--- config.mk ---
export PLATFORM = sky130hd
export DESIGN_NAME = acc_negate_normalize_pop_exec
export DESIGN_NICKNAME = d
export VERILOG_FILES = /design/src/exec_pkg.sv /design/src/acc_negate_normalize_pop_exec.sv
export SDC_FILE = /design/constraint.sdc
export NUM_CORES = 2
export LEC_CHECK = 0
export ABC_CLOCK_PERIOD_IN_PS = 7100
export BUFFER_PORTS_ARGS = -buffer_cell sky130_fd_sc_hd__buf_2
export CORE_MARGIN = 2
export CORE_UTILIZATION = 40
export DETAILED_ROUTE_END_ITERATION = 7
export GPL_ROUTABILITY_DRIVEN = 0
export PLACE_DENSITY = 0.56
export SKIP_LAST_GASP = 1
export SLEW_MARGIN = 20
export SYNTH_ARGS = -nofsm -noshare
export SYNTH_HDL_FRONTEND = slang
export SYNTH_SLANG_ARGS = --single-unit
--- constraint.sdc ---
create_clock -name pclk -period 7.1 [get_ports pclk]
set_input_delay 1.42 -clock pclk [delete_from_list [all_inputs] [get_ports pclk]]
set_output_delay 1.42 -clock pclk [all_outputs]
set_load 0.05 [all_outputs]
--- src/exec_pkg.sv ---
// constants, register map and carrier types for the accumulator/stack execution block
package exec_pkg;
   localparam int ACC_W = 40;
   localparam int WORD_W = 16;
   localparam int NUM_WREG = 16;
   localparam int PC_W = 23;
   // apb register byte addresses
   localparam logic [7:0] ADDR_INSTR = 8'h00;
   localparam logic [7:0] ADDR_STATUS = 8'h04;
   localparam logic [7:0] ADDR_PC = 8'h08;
   localparam logic [7:0] ADDR_ACC1_LO = 8'h0c;
   localparam logic [7:0] ADDR_ACC1_HI = 8'h10;
   localparam logic [7:0] ADDR_ACC2_LO = 8'h14;
   localparam logic [7:0] ADDR_ACC2_HI = 8'h18;
   localparam logic [7:0] ADDR_WREG = 8'h40;
   // status word layout
   localparam int ST_FLAGS_W = 8;
   localparam int ST_ILLEGAL_BIT = 8;
   localparam int ST_BUSY_BIT = 9;
   // opcode fields
   localparam logic [7:0] OP_NEG_ACC = 8'hcb;
   localparam logic [7:0] OP_ACC_EXPONENT_ALIGN_OP_ACC = 8'hce;
   localparam logic [7:0] OP_IDLE = 8'h00;
   localparam logic [7:0] OP_POP_FILE = 8'hf9;
   localparam logic [3:0] OP_IDLE_ALT = 4'hf;
   localparam logic [3:0] OP_POP_WREG = 4'h7;
   localparam logic [2:0] NEG_MID = 3'h1;
   localparam logic [2:0] ACC_EXPONENT_ALIGN_OP_MID = 3'h6;
   localparam logic [6:0] POPW_TAIL = 7'h4f;
   // destination addressing modes
   localparam logic [2:0] AM_DIRECT = 3'h0;
   localparam logic [2:0] AM_IND = 3'h1;
   localparam logic [2:0] AM_POSTDEC = 3'h2;
   localparam logic [2:0] AM_POSTINC = 3'h3;
   localparam logic [2:0] AM_PREDEC = 3'h4;
   localparam logic [2:0] AM_PREINC = 3'h5;
   localparam logic [3:0] SP_IDX = 4'hf;
   localparam logic [15:0] WORD_STEP = 16'h0002;
   localparam logic [22:0] PC_STEP = 23'h000002;
   localparam logic [22:0] PC_RESET = 23'h000000;
   localparam logic [39:0] ACC_RESET = 40'h0000000000;
   localparam logic [39:0] ACC_MOST_NEG = 40'h8000000000;

   typedef struct packed {
      logic z;
      logic n;
      logic either_acc_latched_clip;
      logic either_acc_overflow;
      logic sb;
      logic sa;
      logic ob;
      logic oa;
   } flags_s;

   typedef struct packed {
      logic rd;
      logic wr;
      logic [15:0] addr;
      logic [15:0] wdata;
   } dm_req_s;
endpackage

--- src/acc_negate_normalize_pop_exec.sv ---
// execution unit for accumulator negate/normalize, no-ops and stack pops, apb controlled
//
// Operation
// - negate replaces the chosen accumulator with its two's complement
// - negate works on all 40 bits, never saturates
// - negate touches only overflow and latched-clip flags
// - upper byte zero executes as no-op, rest ignored
// - upper nibble all ones is the alternative no-op, except the pop to file encoding
// - overflowed accumulator shifts right by the fewest bits removing overflow
// - otherwise shift left fewest bits to largest fraction without overflow
// - normalized, zero or all ones: clear dest, set z, clear n
// - signed exponent goes to dest, positive means right shift
// - after normalizing, n follows exponent sign and z clears
// - normalize recomputes target overflow flag, always ending cleared
// - normalize never changes the latched-clip flags
// - normalize encoding holds accumulator bit, mode q and register d
// - pop to file: stack pointer minus 2, then tos to file
// - file target anywhere in the lower 32k words
// - file address field has its lowest bit fixed zero
// - pops move whole words only and keep all flags
// - pop to dest: stack pointer minus 2, then tos to dest
// - pop to dest encoding holds base w, mode h, register d
// - pop to dest is a move from pre-decremented stack pointer
`timescale 1ns/1ns
module acc_negate_normalize_pop_exec (
   input wire logic pclk,
   input wire logic presetn,
   input wire logic psel,
   input wire logic penable,
   input wire logic pwrite,
   input wire logic [7:0] paddr,
   input wire logic [31:0] pwdata,
   output logic [31:0] prdata,
   output logic pready,
   output logic pslverr,
   output exec_pkg::dm_req_s dm_req,
   input wire logic [15:0] dm_rdata
);
   import exec_pkg::*;

   typedef enum logic [1:0] {st_idle, st_exec, st_req, st_load} state_e;

   state_e state_r;
   logic [23:0] ir_r;
   logic [39:0] acc_a_r;
   logic [39:0] acc_b_r;
   logic [22:0] pc_r;
   flags_s flags_r;
   logic illegal_r;
   logic [15:0] wreg_r [NUM_WREG];
   logic busy;
   logic apb_wr;
   logic apb_setup;
   logic instr_go;
   logic mapped;
   logic in_exec;
   logic done;
   logic is_neg;
   logic is_acc_exponent_align_op;
   logic is_nop;
   logic is_idle_op_alt;
   logic is_popf;
   logic is_popw;
   logic is_pop;
   logic [39:0] nacc;
   logic [39:0] neg_res;
   logic [39:0] acc_exponent_align_op_res;
   logic ovf;
   logic can_acc_exponent_align_op;
   logic [3:0] rsh;
   logic [4:0] lsh;
   logic [15:0] exp_val;
   logic signed [39:0] probe;
   logic [3:0] dsel;
   logic [3:0] wsel;
   logic [2:0] amode;
   logic [15:0] base;
   logic [15:0] ea;
   logic [15:0] upd;
   logic dest_mem;
   logic [15:0] sp_dec;
   logic [15:0] file_addr;
   logic [31:0] rd_mux;

   // overflow: guard bits and bit 31 disagree
   function automatic logic ovf40(input logic [39:0] v);
      return ~((&v[39:31]) | ~(|v[39:31]));
   endfunction

   // apb handshake, zero wait states
   assign pready = 1'b1;
   assign apb_setup = psel & ~penable;
   assign apb_wr = psel & penable & pwrite;
   assign busy = (state_r != st_idle);
   assign instr_go = apb_wr & (paddr == ADDR_INSTR) & ~busy;
   assign in_exec = (state_r == st_exec);
   assign mapped = (paddr == ADDR_INSTR) || (paddr == ADDR_STATUS) || (paddr == ADDR_PC) ||
                   (paddr == ADDR_ACC1_LO) || (paddr == ADDR_ACC1_HI) ||
                   (paddr == ADDR_ACC2_LO) || (paddr == ADDR_ACC2_HI) ||
                   (paddr[7:6] == ADDR_WREG[7:6] && paddr[1:0] == 2'b00);
   assign pslverr = psel & penable & ~mapped;

   // decode of the latched instruction word
   assign is_neg = (ir_r[23:16] == OP_NEG_ACC) && (ir_r[14:12] == NEG_MID)
                   && (ir_r[11:0] == 12'h000);
   assign is_acc_exponent_align_op = (ir_r[23:16] == OP_ACC_EXPONENT_ALIGN_OP_ACC) && (ir_r[14:12] == ACC_EXPONENT_ALIGN_OP_MID)
                    && (ir_r[11:7] == 5'h00);
   assign is_nop = (ir_r[23:16] == OP_IDLE);
   assign is_popf = (ir_r[23:16] == OP_POP_FILE) && ~ir_r[0];
   assign is_idle_op_alt = (ir_r[23:20] == OP_IDLE_ALT) && ~is_popf;
   assign is_popw = (ir_r[23:20] == OP_POP_WREG) && ir_r[19] && ~ir_r[14]
                    && (ir_r[6:0] == POPW_TAIL);
   assign is_pop = is_popf | is_popw;
   assign done = (in_exec & ~is_pop) | (state_r == st_load);

   // pre-decremented stack pointer, bit 0 always zero
   assign sp_dec = wreg_r[SP_IDX] - WORD_STEP;
   // file address is the word address field, reaching 64k bytes = 32k words
   assign file_addr = {ir_r[15:1], 1'b0};

   // negate on the full width, wraps instead of saturating
   assign neg_res = ACC_RESET - nacc;

   // normalize shift search
   always_comb begin
      nacc = ir_r[15] ? acc_b_r : acc_a_r;
      ovf = ovf40(nacc);
      rsh = 4'h0;
      lsh = 5'h00;
      probe = '0;
      // fewest right shifts that make the guard bits agree
      for (int s = 8; s >= 1; s--) begin
         probe = $signed(nacc) >>> (31 + s);
         if (probe == '0 || probe == '1) begin
            rsh = 4'(s);
         end
      end
      // fewest left shifts that bring bit 31 apart from bit 30
      for (int s = 30; s >= 1; s--) begin
         probe = $signed(nacc << s);
         if (probe[31] ^ probe[30]) begin
            lsh = 5'(s);
         end
      end
      if (ovf || (nacc[31] ^ nacc[30])) begin
         lsh = 5'h00;
      end
      can_acc_exponent_align_op = ovf || (lsh != 5'h00);
      if (ovf) begin
         exp_val = {12'h000, rsh};
         acc_exponent_align_op_res = 40'($signed(nacc) >>> rsh);
      end else begin
         exp_val = 16'h0000 - {11'h000, lsh};
         acc_exponent_align_op_res = nacc << lsh;
      end
      if (!can_acc_exponent_align_op) begin
         exp_val = 16'h0000;
         acc_exponent_align_op_res = nacc;
      end
   end

   // destination operand fields and effective address
   always_comb begin
      if (is_popw) begin
         dsel = ir_r[10:7];
         amode = ir_r[13:11];
         wsel = ir_r[18:15];
      end else begin
         dsel = ir_r[3:0];
         amode = ir_r[6:4];
         wsel = dsel;
      end
      base = wreg_r[dsel];
      ea = base;
      upd = base;
      dest_mem = 1'b1;
      case (amode)
         AM_DIRECT: dest_mem = 1'b0;
         AM_IND: ea = base;
         AM_POSTDEC: upd = base - WORD_STEP;
         AM_POSTINC: upd = base + WORD_STEP;
         AM_PREDEC: begin
            ea = base - WORD_STEP;
            upd = ea;
         end
         AM_PREINC: begin
            ea = base + WORD_STEP;
            upd = ea;
         end
         default: begin
            // offset mode only on pop, normalize treats it as plain indirect
            ea = is_popw ? base + wreg_r[wsel] : base;
         end
      endcase
   end

   // sequencer: exec, then for pops a read and a load step
   always_ff @(posedge pclk or negedge presetn) begin
      if (!presetn) begin
         state_r <= st_idle;
      end else begin
         case (state_r)
            st_idle: if (instr_go) state_r <= st_exec;
            st_exec: state_r <= is_pop ? st_req : st_idle;
            st_req: state_r <= st_load;
            st_load: state_r <= st_idle;
            default: state_r <= st_idle;
         endcase
      end
   end

   // instruction latch, written only while idle
   always_ff @(posedge pclk or negedge presetn) begin
      if (!presetn) begin
         ir_r <= 24'h000000;
      end else if (instr_go) begin
         ir_r <= pwdata[23:0];
      end
   end

   // program counter, one word per instruction
   always_ff @(posedge pclk or negedge presetn) begin
      if (!presetn) begin
         pc_r <= PC_RESET;
      end else if (done) begin
         pc_r <= pc_r + PC_STEP;
      end else if (apb_wr && paddr == ADDR_PC && !busy) begin
         pc_r <= pwdata[22:0];
      end
   end

   // unknown encodings are flagged and do nothing except step the pc
   always_ff @(posedge pclk or negedge presetn) begin
      if (!presetn) begin
         illegal_r <= 1'b0;
      end else if (in_exec) begin
         illegal_r <= ~(is_neg | is_acc_exponent_align_op | is_nop | is_idle_op_alt | is_pop);
      end
   end

   // accumulators; software writes are ignored while busy to avoid races
   always_ff @(posedge pclk or negedge presetn) begin
      if (!presetn) begin
         acc_a_r <= ACC_RESET;
         acc_b_r <= ACC_RESET;
      end else if (in_exec && (is_neg || (is_acc_exponent_align_op && can_acc_exponent_align_op))) begin
         if (ir_r[15]) begin
            acc_b_r <= is_neg ? neg_res : acc_exponent_align_op_res;
         end else begin
            acc_a_r <= is_neg ? neg_res : acc_exponent_align_op_res;
         end
      end else if (apb_wr && !busy) begin
         case (paddr)
            ADDR_ACC1_LO: acc_a_r[31:0] <= pwdata;
            ADDR_ACC1_HI: acc_a_r[39:32] <= pwdata[7:0];
            ADDR_ACC2_LO: acc_b_r[31:0] <= pwdata;
            ADDR_ACC2_HI: acc_b_r[39:32] <= pwdata[7:0];
            default: ;
         endcase
      end
   end

   // status flags; pops and no-ops leave them alone
   always_ff @(posedge pclk or negedge presetn) begin
      if (!presetn) begin
         flags_r <= '0;
      end else if (in_exec && is_neg) begin
         // only the overflow and clip family moves
         if (ir_r[15]) begin
            flags_r.ob <= ovf40(neg_res);
            flags_r.sb <= flags_r.sb | (nacc == ACC_MOST_NEG);
            flags_r.either_acc_overflow <= flags_r.oa | ovf40(neg_res);
            flags_r.either_acc_latched_clip <= flags_r.sa | flags_r.sb | (nacc == ACC_MOST_NEG);
         end else begin
            flags_r.oa <= ovf40(neg_res);
            flags_r.sa <= flags_r.sa | (nacc == ACC_MOST_NEG);
            flags_r.either_acc_overflow <= flags_r.ob | ovf40(neg_res);
            flags_r.either_acc_latched_clip <= flags_r.sb | flags_r.sa | (nacc == ACC_MOST_NEG);
         end
      end else if (in_exec && is_acc_exponent_align_op) begin
         // clip flags untouched, overflow follows the new contents
         if (ir_r[15]) begin
            flags_r.ob <= ovf40(acc_exponent_align_op_res);
            flags_r.either_acc_overflow <= flags_r.oa | ovf40(acc_exponent_align_op_res);
         end else begin
            flags_r.oa <= ovf40(acc_exponent_align_op_res);
            flags_r.either_acc_overflow <= flags_r.ob | ovf40(acc_exponent_align_op_res);
         end
         flags_r.z <= ~can_acc_exponent_align_op;
         flags_r.n <= can_acc_exponent_align_op & exp_val[15];
      end else if (apb_wr && paddr == ADDR_STATUS && !busy) begin
         flags_r <= pwdata[ST_FLAGS_W-1:0];
      end
   end

   // working registers; the stack pointer keeps bit 0 at zero
   always_ff @(posedge pclk or negedge presetn) begin
      if (!presetn) begin
         for (int i = 0; i < NUM_WREG; i++) begin
            wreg_r[i] <= 16'h0000;
         end
      end else if (in_exec && is_pop) begin
         wreg_r[SP_IDX] <= sp_dec;
      end else if (in_exec && is_acc_exponent_align_op) begin
         if (!dest_mem) begin
            wreg_r[dsel] <= (dsel == SP_IDX) ? {exp_val[15:1], 1'b0} : exp_val;
         end else begin
            wreg_r[dsel] <= upd;
         end
      end else if (state_r == st_load && is_popw) begin
         if (!dest_mem) begin
            wreg_r[dsel] <= (dsel == SP_IDX) ? {dm_rdata[15:1], 1'b0} : dm_rdata;
         end else begin
            wreg_r[dsel] <= upd;
         end
      end else if (apb_wr && paddr[7:6] == ADDR_WREG[7:6] && paddr[1:0] == 2'b00 && !busy) begin
         if (paddr[5:2] == SP_IDX) begin
            wreg_r[paddr[5:2]] <= {pwdata[15:1], 1'b0};
         end else begin
            wreg_r[paddr[5:2]] <= pwdata[15:0];
         end
      end
   end

   // data memory requests, one word per access, registered
   always_ff @(posedge pclk or negedge presetn) begin
      if (!presetn) begin
         dm_req <= '0;
      end else begin
         dm_req.rd <= 1'b0;
         dm_req.wr <= 1'b0;
         if (in_exec && is_pop) begin
            dm_req.rd <= 1'b1;
            dm_req.addr <= sp_dec;
         end else if (in_exec && is_acc_exponent_align_op && dest_mem) begin
            dm_req.wr <= 1'b1;
            dm_req.addr <= ea;
            dm_req.wdata <= exp_val;
         end else if (state_r == st_load && (is_popf || dest_mem)) begin
            // whole word only, no byte lanes
            dm_req.wr <= 1'b1;
            dm_req.addr <= is_popf ? file_addr : ea;
            dm_req.wdata <= dm_rdata;
         end
      end
   end

   // read data captured in the setup phase
   always_comb begin
      rd_mux = 32'h00000000;
      case (paddr)
         ADDR_INSTR: rd_mux = {8'h00, ir_r};
         ADDR_STATUS: rd_mux = {22'h000000, busy, illegal_r, flags_r};
         ADDR_PC: rd_mux = {9'h000, pc_r};
         ADDR_ACC1_LO: rd_mux = acc_a_r[31:0];
         ADDR_ACC1_HI: rd_mux = {24'h000000, acc_a_r[39:32]};
         ADDR_ACC2_LO: rd_mux = acc_b_r[31:0];
         ADDR_ACC2_HI: rd_mux = {24'h000000, acc_b_r[39:32]};
         default: begin
            // unaligned offsets are unmapped and read zero
            if (paddr[7:6] == ADDR_WREG[7:6] && paddr[1:0] == 2'b00) begin
               rd_mux = {16'h0000, wreg_r[paddr[5:2]]};
            end
         end
      endcase
   end

   always_ff @(posedge pclk or negedge presetn) begin
      if (!presetn) begin
         prdata <= 32'h00000000;
      end else if (apb_setup && !pwrite) begin
         prdata <= rd_mux;
      end
   end
endmodule

==> metrics.yaml <==
status: "finished, violations left"
clk_path_buf_depth: 3
synth_top_area_share_pct: 27.9
r2r_start: "ir_r[5]"
crit_path_start_kind: "flip-flop"
async_reset_ff_share_pct: 100
grt_usage_pct: 38.8
cts_root_buffer: "clkbuf_16"
first_global_vias: 42300
hold_class: "flip-flop to flip-flop"
holdPathStages: 2
postRouteAntennaNets: 0
cap_viol_max_count: 0
endpoint_kind: "flip-flop"
post-cts-setup-buffer-count: 0
p_per_area_nw_per_um2: 181
leakagePower_nw: 18.1
finalSetupViolCount: 0
rrSetupSlack_ns: 0.23
worstPathRequired_ns: 7.59
mostFrequentLayoutCell: "a21oi_1"
layout_common_cells: "554 x a21oi_1, 516 x nand2_1, 495 x o21ai_0"
numCtsBuffers: 54
cts_resized: 0
postLayoutCellArea_um2: 46000
r2r-end: "wreg_r[217]"
synth.distinct_cells: 99
ios: 129
io_buffers: 127
clock.fmax_mhz: 146
timing.setup.tns_ns: 0
synthTopCellsByArea: "dfrtp_1 28%, mux4_2 11%, a21oi_1 6.8%"
ys_seq_area_share_pct: 27.9
grt_overflow_total: 0
synth_warnings: 0
vdd_drop_max_mv: 0.178
yosys.area.top_type: "dfrtp_1"
start_util_pct: 40.4
syn_area_per_cell_um2: 8.20
die_h_um: 325
min_period_ns: 6.87
hpwl_um: 158000
netlist_area_um2: 41300
dp_cells: 6334
relSlewSlack_pct: 18.8
drc: 1
die_width_um: 325
antenna_found_initial: 10
slew_violations: 0
clk_latency_ns: 0.64
hold_violations: 0
final_cells: 6434
r2r_cells: 13
final_nets: 5140
fin_util_pct: 45.1
die-area_um2: 106000
critPathLaunch: "ir_r[5]"
tightest_slew_ns: 1.21
routed_via_density: 7.17
finalCritPeriodShare_pct: 96.7
synth_seq_cells: 460
critPathArrivalTime_ns: 7.35
ctsHoldBuffers: 0
rsz0062_at_grt: "false"
firstDrtPassIters: 8
syn_nets: 5146
h-tree-depth: 2
grt_max_degree: 138
grt_pass1_wl_um: 306000
rows: 117
violations: "DRC"
routed_wl_um: 213000
numClockSinks: 460
vias: 46100
areaGrowthSynthToFinish_pct: 11.5
clkTransAtPathRegs_ns: 0.06
synth_cells: 5028
coreArea_um2: 102000
fin_worst_skew_ns: 0.0203
endpoint: "wreg_r[217]"
wl_per_cell_um: 33.0
synth_edf_count: 0
placed_cell_area_um2: 44200
cts_tree: "done"
synthFlopType: "dfrtp_1"
crit_fanout: 20
finalPower_mw: 8.30
drive_gt1_share_pct: 17.7
critPathKind: "flip-flop to flip-flop"
drt-initial-drc-count: 7811
==> cells by family (layout without fill, tap and decap cells) <==
| group | after synthesis | in the layout | share of synthesized area (%) |
|---|---|---|---|
| mux | 470 | 470 | 18.0 |
| flops | 460 | 460 | 27.9 |
| simple gates | 1607 | 1607 | 18.4 |
| buf+inv | 502 | 539 | 4.89 |
| xor+xnor | 57 | 57 | 1.26 |
| fa+ha+maj | 57 | 57 | 1.75 |
| compound gates | 1874 | 1874 | 27.7 |
| other cells | 1 | 2 | 0.00909 |
==> per-layer routing <==
| layer | track usage, % | routed length (um) | vias up |
|---|---|---|---|
| li1 | - | - | 19100 |
| met1 | 51.0 | 78300 | 22300 |
| met2 | 55.9 | 88200 | 3912 |
| met3 | 12.9 | 31500 | 808 |
| met4 | 21.3 | 14500 | 18 |
| met5 | 0 | 177 | - |
==> synth_stat cells, types with 40 or more instances <==
library cell	number
nor2_1	464
a21oi_1	557
ha_1	56
nand2_1	518
buf_1	41
clkbuf_1	345
dfrtp_1	460
o31ai_1	117
o22ai_1	72
mux2_2	87
nand3_1	119
nor4_1	40
mux2i_1	173
and2_1	46
inv_1	59
o211ai_1	75
nor3_1	116
o21ai_0	501
a22oi_1	53
mux4_2	210
o21ai_1	71
a31oi_1	83
nor3b_1	74
a211oi_1	86
==> critical path: stages, from the launching register on <==
cell	delay [ns]
dfrtp_1	0.48
or3_4	0.42
or4_4	0.74
o21ai_1	0.62
nand2b_1	0.70
o22ai_1	0.41
o22ai_1	0.95
nor4_4	0.07
nor3b_2	0.20
a21oi_1	0.30
nor2_2	0.06
xnor2_1	0.76
or2_1	0.75
o211ai_1	0.19
==> sequential cells by signal (all words and copies together) (netlist names), 8 cells and up, named ones only <==
| register | cells |
|---|---|
| acc_a_r | 40 |
| acc_b_r | 40 |
| dm_req | 34 |
| flags_r | 8 |
| ir_r | 24 |
| pc_r | 23 |
| prdata | 32 |
| wreg_r | 256 |
==> layout make-up <==
class | count | area (um^2)
flip-flops and latches | 460 | 11500
diodes | 1 | 2.50
multi-input cells | 4066 | 28000
clock buffers | 76 | 1580
repair buffers | 377 | 2680
fillers | 10100 | 56000
clock inverters | 23 | 234
well taps | 1368 | 1710
inverters | 63 | 236
==> metrics by stage <==
stage          hold WS (ns)  setup WS [ns]
2_1_floorplan         0.438         0.0273
3_3_place_gp          0.459          0.710
4_1_cts               0.479          0.631
5_1_grt               0.505          0.194
6_report              0.476          0.235
3_5_place_dp          0.465          0.638
==> power by group <==
| group | switching [mW] | internal, mW | total (mW) |
|---|---|---|---|
| Clock | 1.29 | 1.69 | 2.98 |
| Sequential | 0.0839 | 2.67 | 2.75 |
| Combinational | 1.78 | 0.794 | 2.57 |
==> how the worst min path moves through the flow <==
stage / end / from / slack [ns]
after floorplan: illegal_r / illegal_r / 0.44
after global placement: prdata[21] / prdata[21] / 0.46
after CTS: prdata[28] / prdata[28] / 0.48
after detailed placement: prdata[31] / prdata[31] / 0.46
final: prdata[27] / prdata[27] / 0.48
after global routing: prdata[19] / prdata[19] / 0.51
No activity file was read; power rests on OpenSTA's default activity.
